**config.mk**
```make
export PLATFORM = sky130hd
export DESIGN_NAME = smmc_device_flat
export DESIGN_NICKNAME = d
export VERILOG_FILES = /design/src/logic/smmc_pkg.sv /design/src/logic/smmc_if.sv /design/src/logic/smmc_sync.sv /design/src/logic/smmc_device.sv /design/src/flat_wrapper.sv
export SDC_FILE = /design/constraint.sdc
export NUM_CORES = 1
export LEC_CHECK = 0
export ABC_AREA = 1
export BUFFER_PORTS_ARGS = -buffer_cell sky130_fd_sc_hd__buf_2
export CAP_MARGIN = 25
export CELL_PAD_IN_SITES_DETAIL_PLACEMENT = 0
export CELL_PAD_IN_SITES_GLOBAL_PLACEMENT = 1
export CORE_ASPECT_RATIO = 1.1
export CORE_UTILIZATION = 45
export DETAILED_ROUTE_END_ITERATION = 10
export GPL_TIMING_DRIVEN = 0
export PLACE_DENSITY_LB_ADDON = 0.25
export SETUP_SLACK_MARGIN = 0.02
export SYNTH_ARGS = -nofsm -noshare
export SYNTH_HDL_FRONTEND = slang
export SYNTH_HIERARCHICAL = 1
export SYNTH_SLANG_ARGS = --single-unit
```
**constraint.sdc**
```tcl
create_clock -name clk -period 2.3 [get_ports clk]
set_input_delay 0.115 -clock clk [delete_from_list [all_inputs] [get_ports clk]]
set_output_delay 0.115 -clock clk [all_outputs]
set_load 0.03 [all_outputs]
```
**src/logic/smmc_pkg.sv**
```systemverilog
// shared constants and types of the switch monitor mode control link
// assumes a 200 MHz system clock at both ends
package smmc_pkg;
  // clock and link timing
  localparam int CLK_KHZ = 200000;
  localparam int SCLK_MAX_KHZ = 3000;
  localparam int SCLK_HALF_CYC =
    (CLK_KHZ + 2 * SCLK_MAX_KHZ - 1) / (2 * SCLK_MAX_KHZ);
  localparam int DIV_W = 6;
  // polling and interrupt timer periods
  localparam int POLL_PERIOD_MS = 40;
  localparam int TIMER_PERIOD_MS = 1000;
  localparam int POLL_CYC = POLL_PERIOD_MS * CLK_KHZ;
  localparam int TIMER_CYC = TIMER_PERIOD_MS * CLK_KHZ;
  // serial frame
  localparam int FRAME_W = 16;
  localparam int CNT_W = 5;
  localparam int MODE_W = 2;
  localparam int CMD_MODE_LSB = 0;
  localparam int CMD_POL_LSB = 2;
  localparam int RSP_MODE_LSB = 14;
  localparam int RSP_STAT_LSB = 2;
  localparam int RSP_IRQ_BIT = 1;
  // switch inputs
  localparam int NPROG = 4;
  localparam int NGND = 6;
  localparam int NBATT = 2;
  localparam int NSW = NPROG + NGND + NBATT;
  // host command port registers
  localparam int ADDR_W = 8;
  localparam logic [ADDR_W-1:0] ADDR_CTRL = 8'h00;
  localparam logic [ADDR_W-1:0] ADDR_STATUS = 8'h04;
  localparam logic [ADDR_W-1:0] ADDR_RXDATA = 8'h08;
  localparam logic [ADDR_W-1:0] ADDR_IRQ_STAT = 8'h0C;
  localparam logic [ADDR_W-1:0] ADDR_IRQ_MASK = 8'h10;
  localparam int STAT_BUSY_BIT = 0;
  localparam int STAT_IRQ_BIT = 1;
  localparam int EV_W = 2;
  localparam int EV_DONE_BIT = 0;
  localparam int EV_DEV_BIT = 1;

  typedef enum logic [MODE_W-1:0]
  {
    SMMC_SLEEP,
    SMMC_NORMAL,
    SMMC_POLL,
    SMMC_POLL_TMR
  } smmc_mode_e;
endpackage : smmc_pkg

```
**src/logic/smmc_if.sv**
```systemverilog
// serial link between host controller and switch monitor
// assumes the host always drives chip select; irq line has a pull-up
`timescale 1ns/100ps
interface smmc_if;
  logic sclk;
  logic mosi;
  logic cs_n;
  logic miso_o;
  logic miso_oe;
  logic irq_n_o;
  logic irq_n_oe;
  wire miso;
  wire irq_n;

  // resolved wire levels; a released data line shows the inverse
  // of its last bit, so a stray sample by the host shows up
  assign miso = miso_oe ? miso_o : !miso_o;
  assign irq_n = (irq_n_oe && !irq_n_o) ? 1'b0 : 1'b1;

  modport device
  (
    input sclk,
    input mosi,
    input cs_n,
    output miso_o,
    output miso_oe,
    output irq_n_o,
    output irq_n_oe
  );

  modport host
  (
    output sclk,
    output mosi,
    output cs_n,
    input miso,
    input irq_n
  );
endinterface : smmc_if

```
**src/logic/smmc_sync.sv**
```systemverilog
// two-flop synchroniser for a group of asynchronous levels
// assumes one clock and a synchronous active-low reset
`timescale 1ns/100ps
module smmc_sync
#(
  parameter int W = 1,
  parameter logic [W-1:0] RST = '0
)
(
  // clock and reset
  input wire logic clk,
  input wire logic resetn,
  // levels
  input wire logic [W-1:0] d,
  output logic [W-1:0] q
);
  logic [W-1:0] meta_reg;

  always_ff @(posedge clk)
  begin
    if (!resetn)
    begin
      meta_reg <= RST;
      q <= RST;
    end
    else
    begin
      meta_reg <= d;
      q <= meta_reg;
    end
  end
endmodule : smmc_sync

```
**src/logic/smmc_device.sv**
```systemverilog
// switch monitor device end: serial slave, mode control, monitoring
// assumes link pins and switch pins are asynchronous to clk
// Function
// - four modes, chosen by serial host writes
// - sleep stops monitoring, interrupt released
// - normal mode interrupts on any switch change
// - polling interrupts only on sensed closed switch
// - polling with timer also interrupts on expiry
// - reset pin forces sleep mode
// - interrupt output is open drain, low active
// - four programmable, six ground, two battery inputs
// - switch change wakes the polling device
// - serial access only while chip select low
// - one serial clock edge pair per bit
// - host keeps serial clock low when idle
// - role select pin sets master or slave
// - master drives sync to wake slaves
// - serial data output released when deselected
// - host serial clock at most 3 MHz
//
// Our own choices: the address-and-strobe port and the register addresses.
`timescale 1ns/100ps
module smmc_device
  import smmc_pkg::*;
#(
  parameter logic [31:0] POLL_CYCLES = 32'(POLL_CYC),
  parameter logic [31:0] TIMER_CYCLES = 32'(TIMER_CYC)
)
(
  // clock and reset
  input wire logic clk,
  input wire logic resetn,
  // serial link
  smmc_if.device link,
  // switch pins
  input wire logic [NPROG-1:0] prog_input,
  input wire logic [NGND-1:0] gnd_switch_in,
  input wire logic [NBATT-1:0] batt_switch_in,
  // control pins
  input wire logic reset_n_in,
  input wire logic role_select,
  // multi-device wake-up
  input wire logic sync_in,
  output logic sync_out,
  output logic sync_oe
);
  // ==========================================================
  // input synchronisers
  logic [2:0] link_s;
  logic [NSW+2:0] pin_s;
  logic cs_s, sclk_s, mosi_s;
  logic rstpin_n_s, role_s, sync_s;
  logic [NPROG-1:0] prog_s;
  logic [NGND-1:0] gnd_s;
  logic [NBATT-1:0] batt_s;

  smmc_sync #(.W(3), .RST(3'h4)) u_link_sync
  (
    .clk(clk),
    .resetn(resetn),
    .d({link.cs_n, link.sclk, link.mosi}),
    .q(link_s)
  );

  smmc_sync #(.W(NSW + 3), .RST(15'h0000)) u_pin_sync
  (
    .clk(clk),
    .resetn(resetn),
    .d({reset_n_in, role_select, sync_in,
        batt_switch_in, gnd_switch_in, prog_input}),
    .q(pin_s)
  );

  assign cs_s = link_s[2];
  assign sclk_s = link_s[1];
  assign mosi_s = link_s[0];
  assign rstpin_n_s = pin_s[NSW+2];
  assign role_s = pin_s[NSW+1];
  assign sync_s = pin_s[NSW];
  assign batt_s = pin_s[NSW-1 -: NBATT];
  assign gnd_s = pin_s[NPROG +: NGND];
  assign prog_s = pin_s[NPROG-1:0];

  // ==========================================================
  // edge detection
  logic cs_d_reg, sclk_d_reg, sync_d_reg;
  logic cs_fall, cs_rise, sclk_rise, sclk_fall, sync_rise;

  always_ff @(posedge clk)
  begin
    if (!resetn)
    begin
      cs_d_reg <= 1'b1;
      sclk_d_reg <= 1'b0;
      sync_d_reg <= 1'b0;
    end
    else
    begin
      cs_d_reg <= cs_s;
      sclk_d_reg <= sclk_s;
      sync_d_reg <= sync_s;
    end
  end

  assign cs_fall = !cs_s && cs_d_reg;
  assign cs_rise = cs_s && !cs_d_reg;
  assign sclk_rise = sclk_s && !sclk_d_reg;
  assign sclk_fall = !sclk_s && sclk_d_reg;
  assign sync_rise = sync_s && !sync_d_reg;

  // ==========================================================
  // serial shifter
  smmc_mode_e mode_reg;
  logic [NPROG-1:0] pol_reg;
  logic [NSW-1:0] closed_reg;
  logic irq_pend_reg;
  logic [FRAME_W-1:0] rx_reg;
  logic [FRAME_W-1:0] tx_reg;
  logic [CNT_W-1:0] bit_cnt_reg;
  logic miso_oe_reg;
  logic [FRAME_W-1:0] response;

  assign response = {mode_reg, closed_reg, irq_pend_reg, 1'b0};

  always_ff @(posedge clk)
  begin
    if (!resetn)
    begin
      rx_reg <= '0;
      tx_reg <= '0;
      bit_cnt_reg <= '0;
    end
    else if (cs_fall)
    begin
      tx_reg <= response;
      bit_cnt_reg <= '0;
    end
    else if (!cs_s)
    begin
      if (sclk_rise)
      begin
        rx_reg <= {rx_reg[FRAME_W-2:0], mosi_s};
        if (bit_cnt_reg != CNT_W'(FRAME_W))
          bit_cnt_reg <= bit_cnt_reg + 1'b1;
      end
      if (sclk_fall)
        tx_reg <= {tx_reg[FRAME_W-2:0], 1'b0};
    end
  end

  always_ff @(posedge clk)
  begin
    if (!resetn)
      miso_oe_reg <= 1'b0;
    else
      miso_oe_reg <= !cs_s;
  end

  // ==========================================================
  // configuration
  always_ff @(posedge clk)
  begin
    if (!resetn || !rstpin_n_s)
    begin
      mode_reg <= SMMC_SLEEP;
      pol_reg <= '0;
    end
    else if (cs_rise && bit_cnt_reg == CNT_W'(FRAME_W))
    begin
      mode_reg <= smmc_mode_e'(rx_reg[CMD_MODE_LSB +: MODE_W]);
      pol_reg <= rx_reg[CMD_POL_LSB +: NPROG];
    end
  end

  // ==========================================================
  // monitoring
  logic [NSW-1:0] closed_now;
  logic is_poll, changed, wake;
  logic poll_tick, tmr_tick, sample_poll, event_any;
  logic [31:0] poll_cnt_reg, tmr_cnt_reg;

  // battery closed high, ground closed low
  assign closed_now = {batt_s, ~gnd_s, ~(prog_s ^ pol_reg)};
  assign is_poll = (mode_reg == SMMC_POLL) || (mode_reg == SMMC_POLL_TMR);
  assign changed = closed_now != closed_reg;
  assign wake = is_poll && (changed || (!role_s && sync_rise));
  assign poll_tick = is_poll && (poll_cnt_reg == POLL_CYCLES - 1'b1);
  assign tmr_tick = (mode_reg == SMMC_POLL_TMR)
    && (tmr_cnt_reg == TIMER_CYCLES - 1'b1);
  assign sample_poll = poll_tick || wake;
  assign event_any = ((mode_reg == SMMC_NORMAL) && changed)
    || (sample_poll && |closed_now) || tmr_tick;

  always_ff @(posedge clk)
  begin
    if (!resetn || mode_reg == SMMC_SLEEP)
      closed_reg <= '0;
    else if (mode_reg == SMMC_NORMAL || sample_poll)
      closed_reg <= closed_now;
  end

  always_ff @(posedge clk)
  begin
    if (!resetn || !is_poll || sample_poll)
      poll_cnt_reg <= '0;
    else
      poll_cnt_reg <= poll_cnt_reg + 1'b1;
  end

  always_ff @(posedge clk)
  begin
    if (!resetn || mode_reg != SMMC_POLL_TMR || event_any)
      tmr_cnt_reg <= '0;
    else
      tmr_cnt_reg <= tmr_cnt_reg + 1'b1;
  end

  // ==========================================================
  // interrupt, set wins over read clear
  always_ff @(posedge clk)
  begin
    if (!resetn || mode_reg == SMMC_SLEEP)
      irq_pend_reg <= 1'b0;
    else if (event_any)
      irq_pend_reg <= 1'b1;
    else if (cs_fall)
      irq_pend_reg <= 1'b0;
  end

  // ==========================================================
  // wake-up sync for slaves
  logic sync_out_reg, sync_oe_reg;

  always_ff @(posedge clk)
  begin
    if (!resetn)
    begin
      sync_out_reg <= 1'b0;
      sync_oe_reg <= 1'b0;
    end
    else
    begin
      sync_out_reg <= role_s && sample_poll;
      sync_oe_reg <= role_s;
    end
  end

  // ==========================================================
  // outputs
  assign sync_out = sync_out_reg;
  assign sync_oe = sync_oe_reg;
  assign link.miso_o = tx_reg[FRAME_W-1];
  assign link.miso_oe = miso_oe_reg;
  assign link.irq_n_o = 1'b0;
  assign link.irq_n_oe = irq_pend_reg;
endmodule : smmc_device

```
**src/flat_wrapper.sv**
```systemverilog
// flat-port wrapper written by rule: the top's interface ports become plain ports
module smmc_device_flat import smmc_pkg::*;
#(
  parameter logic [31:0] POLL_CYCLES = 32'(POLL_CYC),
  parameter logic [31:0] TIMER_CYCLES = 32'(TIMER_CYC)
)
  (clk, resetn, prog_input, gnd_switch_in, batt_switch_in, reset_n_in, role_select, sync_in, sync_out, sync_oe, link_sclk, link_mosi, link_cs_n, link_miso_o, link_miso_oe, link_irq_n_o, link_irq_n_oe);
  smmc_if link_i ();
  input wire logic clk;
  input wire logic resetn;
  input wire logic [NPROG-1:0] prog_input;
  input wire logic [NGND-1:0] gnd_switch_in;
  input wire logic [NBATT-1:0] batt_switch_in;
  input wire logic reset_n_in;
  input wire logic role_select;
  input wire logic sync_in;
  output logic sync_out;
  output logic sync_oe;
  input wire logic [$bits(link_i.sclk)-1:0] link_sclk;
  input wire logic [$bits(link_i.mosi)-1:0] link_mosi;
  input wire logic [$bits(link_i.cs_n)-1:0] link_cs_n;
  output wire logic [$bits(link_i.miso_o)-1:0] link_miso_o;
  output wire logic [$bits(link_i.miso_oe)-1:0] link_miso_oe;
  output wire logic [$bits(link_i.irq_n_o)-1:0] link_irq_n_o;
  output wire logic [$bits(link_i.irq_n_oe)-1:0] link_irq_n_oe;
  assign link_i.sclk = link_sclk;
  assign link_i.mosi = link_mosi;
  assign link_i.cs_n = link_cs_n;
  assign link_miso_o = link_i.miso_o;
  assign link_miso_oe = link_i.miso_oe;
  assign link_irq_n_o = link_i.irq_n_o;
  assign link_irq_n_oe = link_i.irq_n_oe;
  smmc_device #(.POLL_CYCLES(POLL_CYCLES), .TIMER_CYCLES(TIMER_CYCLES)) u_core (.clk(clk), .resetn(resetn), .link(link_i), .prog_input(prog_input), .gnd_switch_in(gnd_switch_in), .batt_switch_in(batt_switch_in), .reset_n_in(reset_n_in), .role_select(role_select), .sync_in(sync_in), .sync_out(sync_out), .sync_oe(sync_oe));
endmodule
```
**Word-level counts from Yosys, hierarchy flattened**

Index checks and enable logic that the tools add are counted.

- Input bits: 20
- Logic and storage cells: 85
- Output and inout port bits: 6
- Register bits after elaboration: 151

- Reduce and logical (&&, ||, !) cells: 42
- $add $sub $neg: 3
- Bitwise gates (word level): 6
- Muxes and demuxes: 5
- Equality and inequality tests: 10

Operators by type and width:

| cell | count |
|---|---|
| $add 32x1->32 const B | 2 |
| $mux 16 | 3 |
| $eq 32x23->1 const B | 1 |
| $eq 32x28->1 const B | 1 |
| $logic_and 1x1->1 | 13 |
| $logic_or 1x1->1 | 12 |
| $ne 12x12->1 | 1 |
| $reduce_or 12->1 | 1 |
| $logic_not 1->1 | 9 |
| $not 6->6 | 1 |
| $reduce_and 3->1 | 2 |
| $add 5x1->5 const B | 1 |
| $eq 5x5->1 const B | 1 |
| $ne 5x5->1 const B | 1 |
| $eq 2x2->1 const B | 2 |
| $not 4->4 | 1 |
| $reduce_bool 2->1 | 2 |
| $xor 4x4->4 | 1 |
| $not 1->1 | 3 |
| $eq 2x1->1 const B | 1 |
| $logic_not 2->1 | 1 |
| $mux 1 | 2 |
| $ne 2x1->1 const B | 1 |
| $ne 2x2->1 const B | 1 |
| 2 further kinds | 2 |

**Logic depth before layout (Yosys ltp)**

- Depth in word-level cells: 10
- Depth in mapped cells: 14
- Gate-level depth less buffers: 13

**Hierarchy**

The synthesis kept the hierarchy.

By module, submodules not included:

| module | area each (µm²) | times used | cells an instance | seq. area each (µm²) |
|---|---|---|---|---|
| smmc_device | 5,801.8 | 1 | 858 | 2,302.2 |
| smmc_sync (u_core.u_pin_sync) | 859.6 | 1 | 93 | 600.6 |
| smmc_sync (u_core.u_link_sync) | 165.2 | 1 | 18 | 120.1 |

**Least setup slack after synthesis**

OpenSTA, ideal clock, no wires.

- Kind: register to register
- From: register u_core.poll_cnt_reg[0]
- To: register u_core.closed_reg[10]
- Path buffers: 1
- Setup slack: 636 ps
- Setup time: 115 ps
- Data arrival time: 1,549 ps
- Period minus slack after synthesis: 1,664 ps
- Stages on the path, launching flop included: 12
- Cell sequence: dfxtp_1 ha_1 nand3_1 nor2_2 nand2_2 nor2_1 nor2_1 nand2_1 nand2_1 buf_4 a21oi_1 nor2_1

- Word-level cells in the longest chain between the ends: 4

Ends and longest elaborated chain:

| element | RTL line | RTL |
|---|---|---|
| start, declared | smmc_device.sv:180 | `logic [31:0] poll_cnt_reg, tmr_cnt_reg;` |
| start signal, assigned | smmc_device.sv:207 | `poll_cnt_reg <= poll_cnt_reg + 1'b1;` |
| $eq 32x23->1 | smmc_device.sv:187 | `assign poll_tick = is_poll && (poll_cnt_reg == POLL_CYCLES - 1'b1);` |
| $logic_and 1x1->1 | smmc_device.sv:187 |  |
| $logic_or 1x1->1 | smmc_device.sv:190 | `assign sample_poll = poll_tick \|\| wake;` |
| $logic_or 1x1->1 | smmc_device.sv:198 | `else if (mode_reg == SMMC_NORMAL \|\| sample_poll)` |
| end signal, assigned | smmc_device.sv:199 | `closed_reg <= closed_now;` |
| end, declared | smmc_device.sv:115 | `logic [NSW-1:0] closed_reg;` |

Every way passes these cells.
A chain may end at the register's enable or synchronous reset.

**Worst setup path after layout**

- From: register u_core.poll_cnt_reg[0]
- To: register u_core.poll_cnt_reg[27]

- Word-level cells in the longest chain between the ends: 4
- Elaborated cells on any way between the ends: 5
- Those cells by class: 1 x add/sub; 1 x eq/ne; 3 x reduce/logical

Ends and longest elaborated chain:

| element |
|---|
| branches (longest 4 deep; another with $add 32x1->32) |

Several ways; the timed one is not identified.

==> flow_metrics.env <==
export IMPL_tns_ns=0
export IMPL_yosysWarnings=6
export IMPL_comb_power_share_pct=2.8
export IMPL_startpoint_type="flip-flop"
export IMPL_cts_buffers=17
export IMPL_cts_clk_slew_worst_paths_ns=0.07
export IMPL_ys_top_cells_by_count="nand2_1 (216), inv_1 (168), nor2_1 (152), dfxtp_1 (151), nand3_1 (52)"
export IMPL_drt_iter0_drc=261
export IMPL_drtPass1Iterations=4
export IMPL_synthArstFlopShare_pct=0
export IMPL_synth_area_leader_cell="dfxtp_1"
export IMPL_hold_worst_slack_ns=0.0555
export IMPL_setup_viol=0
export IMPL_ir_drop_mv=0.495
export IMPL_end_kind="flip-flop"
export IMPL_syn_to_final_growth_pct=17.3
export IMPL_ctsResizeCount=0
export IMPL_dieArea_um2=15700
export IMPL_hpwl_um=10300
export IMPL_period_needed_ns=1.97
export IMPL_core_um2=14600
export IMPL_maxSlewHeadroom_pct=56.3
export IMPL_clock_fmax_mhz=507
export IMPL_avgSynthCellArea_um2=7.04
export IMPL_ys_ff_latch=151
export IMPL_place_inst=1185
export IMPL_wl_um=14200
export IMPL_clockRootBuffer="clkbuf_16"
export IMPL_io_buffers=24
export IMPL_hold_violations=0
export IMPL_n_antenna_cell=0
export IMPL_initial_core_util_pct=46.7
export IMPL_stdcell_area_um2=8010
export IMPL_p_int_w=0.00453
export IMPL_synth_ff_type="dfxtp_1"
export IMPL_die_w_um=119
export IMPL_syn_nets=993
export IMPL_synth_edff_count=0
export IMPL_crit_fanout=10
export IMPL_antenna_found_initial=0
export IMPL_htreeDepth=4
export IMPL_yosysSeqAreaShare_pct=44.3
export IMPL_worst_pin_slew_ns=0.651
export IMPL_stdcell_count=1235
export IMPL_hold_path_class="input pin to flip-flop"
export IMPL_syn_inst=969
export IMPL_clockBufferDepth=2
export IMPL_drc_errors=0
export IMPL_path_class="flip-flop to flip-flop"
export IMPL_dr_total_vias=5727
export IMPL_skew_ns=0.00759
export IMPL_power_density_nw_per_um2=729
export IMPL_synth_area_um2=6830
export IMPL_fill_cells=1519
export IMPL_synth_distinct_cells=36
export IMPL_num_io_pins=26
export IMPL_grt_usage_pct=19.4
export IMPL_gr_total_overflow=0
export IMPL_worstPathArrival_ns=2.32
export IMPL_seqPwrFrac_pct=45.9
export IMPL_cts_sink_count=151
export IMPL_cts_tree="built"
export IMPL_cp_required_ns=2.64
export IMPL_wl_per_cell_um=11.5
export IMPL_ant_nets=0
export IMPL_grt_pass1_wl_um=24500
export IMPL_layout_drive_gt1_share_pct=8.92
export IMPL_p_total_w=0.00584
export IMPL_grt_pass1_vias=5329
export IMPL_yosysMostFrequentCell="nand2_1"
export IMPL_fin_nets=1054
export IMPL_period_share_pct=85.7
export IMPL_gp_congestion=0.857
export IMPL_worst_skew_pair_late_latency_ns=0.42
export IMPL_p_sw_w=0.00131
export IMPL_leakage_nw=3.39
export IMPL_rsz0062_at_grt="no"
export IMPL_drv_slew=0
export IMPL_outcome="finished clean"
export IMPL_drv_cap=0
export IMPL_clock_power_share_pct=51.4
export IMPL_dieHeight_um=131
export IMPL_place_area_um2=7190
export IMPL_netlist_top_cells_area="dfxtp_1 (44%), nand2_1 (12%), inv_1 (9.2%)"
export IMPL_vias_per_cell=4.64
export IMPL_swShare_pct=22.5
export IMPL_grt_max_degree=18
export IMPL_row_count=46
export IMPL_synth_top_cell_area_share_pct=44.3
final timing paths:
path	from	end	slack, ns	cells past startpoint
worst max-delay path	u_core/poll_cnt_reg[0]	u_core/poll_cnt_reg[27]	0.33	11
worst min-delay path	resetn	u_core/u_link_sync/q[2]	0.06	2
worst max register to register	u_core/poll_cnt_reg[0]	u_core/poll_cnt_reg[27]	0.33	11
worst min register to register	u_core/u_pin_sync/meta_reg[2]	u_core/u_pin_sync/q[2]	0.41	2
stage by stage:
| stage | worst slack, ns | util [%] |
|---|---|---|
| 6_report | 0.329 | 54.8 |
| 5_1_grt | 0.0992 | 54.8 |
| 4_1_cts | 0.272 | 54.8 |
| 3_5_place_dp | 0.293 | 49.2 |
| 3_3_place_gp | 0.295 | 49.2 |
| 2_1_floorplan | 0.636 | - |
cells by family (layout without fill, tap and decap cells):
| family | count (synthesis) | after routing | synth area share [%] |
|---|---|---|---|
| buffers and inverters | 192 | 266 | 11.3 |
| AND/OR/NAND/NOR | 498 | 498 | 31.9 |
| AO/OA/AOI/OAI | 82 | 82 | 6.51 |
| flip-flops | 151 | 151 | 44.3 |
| adder cells (fa/ha/maj) | 4 | 4 | 0.733 |
| XOR/XNOR | 41 | 41 | 5.26 |
| other | 1 | 1 | 0.0549 |
critical path, stage by stage (launching register included):
cell and delay [ns]:
dfxtp_1 0.33, ha_1 0.22, nand3_1 0.14, nor2_2 0.07
nand2_2 0.11, nor2_1 0.06, nor2_1 0.18, inv_1 0.10
nor2_4 0.24, nand2_4 0.12, buf_6 0.18, nor3b_2 0.16
area by class of cell:
cell class | count | area [um^2] | area share (%)
tap | 192 | 240 | 3.00
clock buffer | 18 | 439 | 5.48
inverter | 171 | 642 | 8.01
sequential | 151 | 3020 | 37.7
clock inverter | 14 | 204 | 2.55
buffer | 21 | 126 | 1.58
timing repair buffer | 42 | 300 | 3.75
multi-input combinational | 626 | 3040 | 37.9
routing by layer:
metal  global-route usage, %  wire length [um]
met1                    24.8              6840
met2                    32.0              6730
met3                    3.78               363
met4                    7.36               236
met5                       0                 0
power by group through the flow:
stage	registers, W	logic (W)	clock network, W
after floorplan	0.00274	0.0000918	0
after global placement	0.00274	0.000138	0
after detailed placement	0.00274	0.000139	0
after CTS	0.00268	0.000162	0.00307
after global routing	0.00268	0.000188	0.00320
final	0.00268	0.000162	0.00300
placed cells by master, fill, tap and decap left out, drive strengths merged:
master and instances:
clkbuf 26, buf 37, or2 2, conb 1, o21bai 2, nor2 158
nand3 55, bufinv 3, dlygate4sd3 18, nor3 32, nand3b 1, nand2 219
clkinv 4, nand4 14, nor3b 9, xor2 25, a31oi 17, a21o 1
o31ai 1, o211ai 1, o21ai 29, nor4 8, inv 178, dfxtp 151
a21oi 31, ha 4, xnor2 16
timing repair:
item,4_1_cts,5_1_grt
buffers inserted,0,0
hold buffers,18,0
hold endpoints to repair,18,0
(Power assumes the default switching activity.)
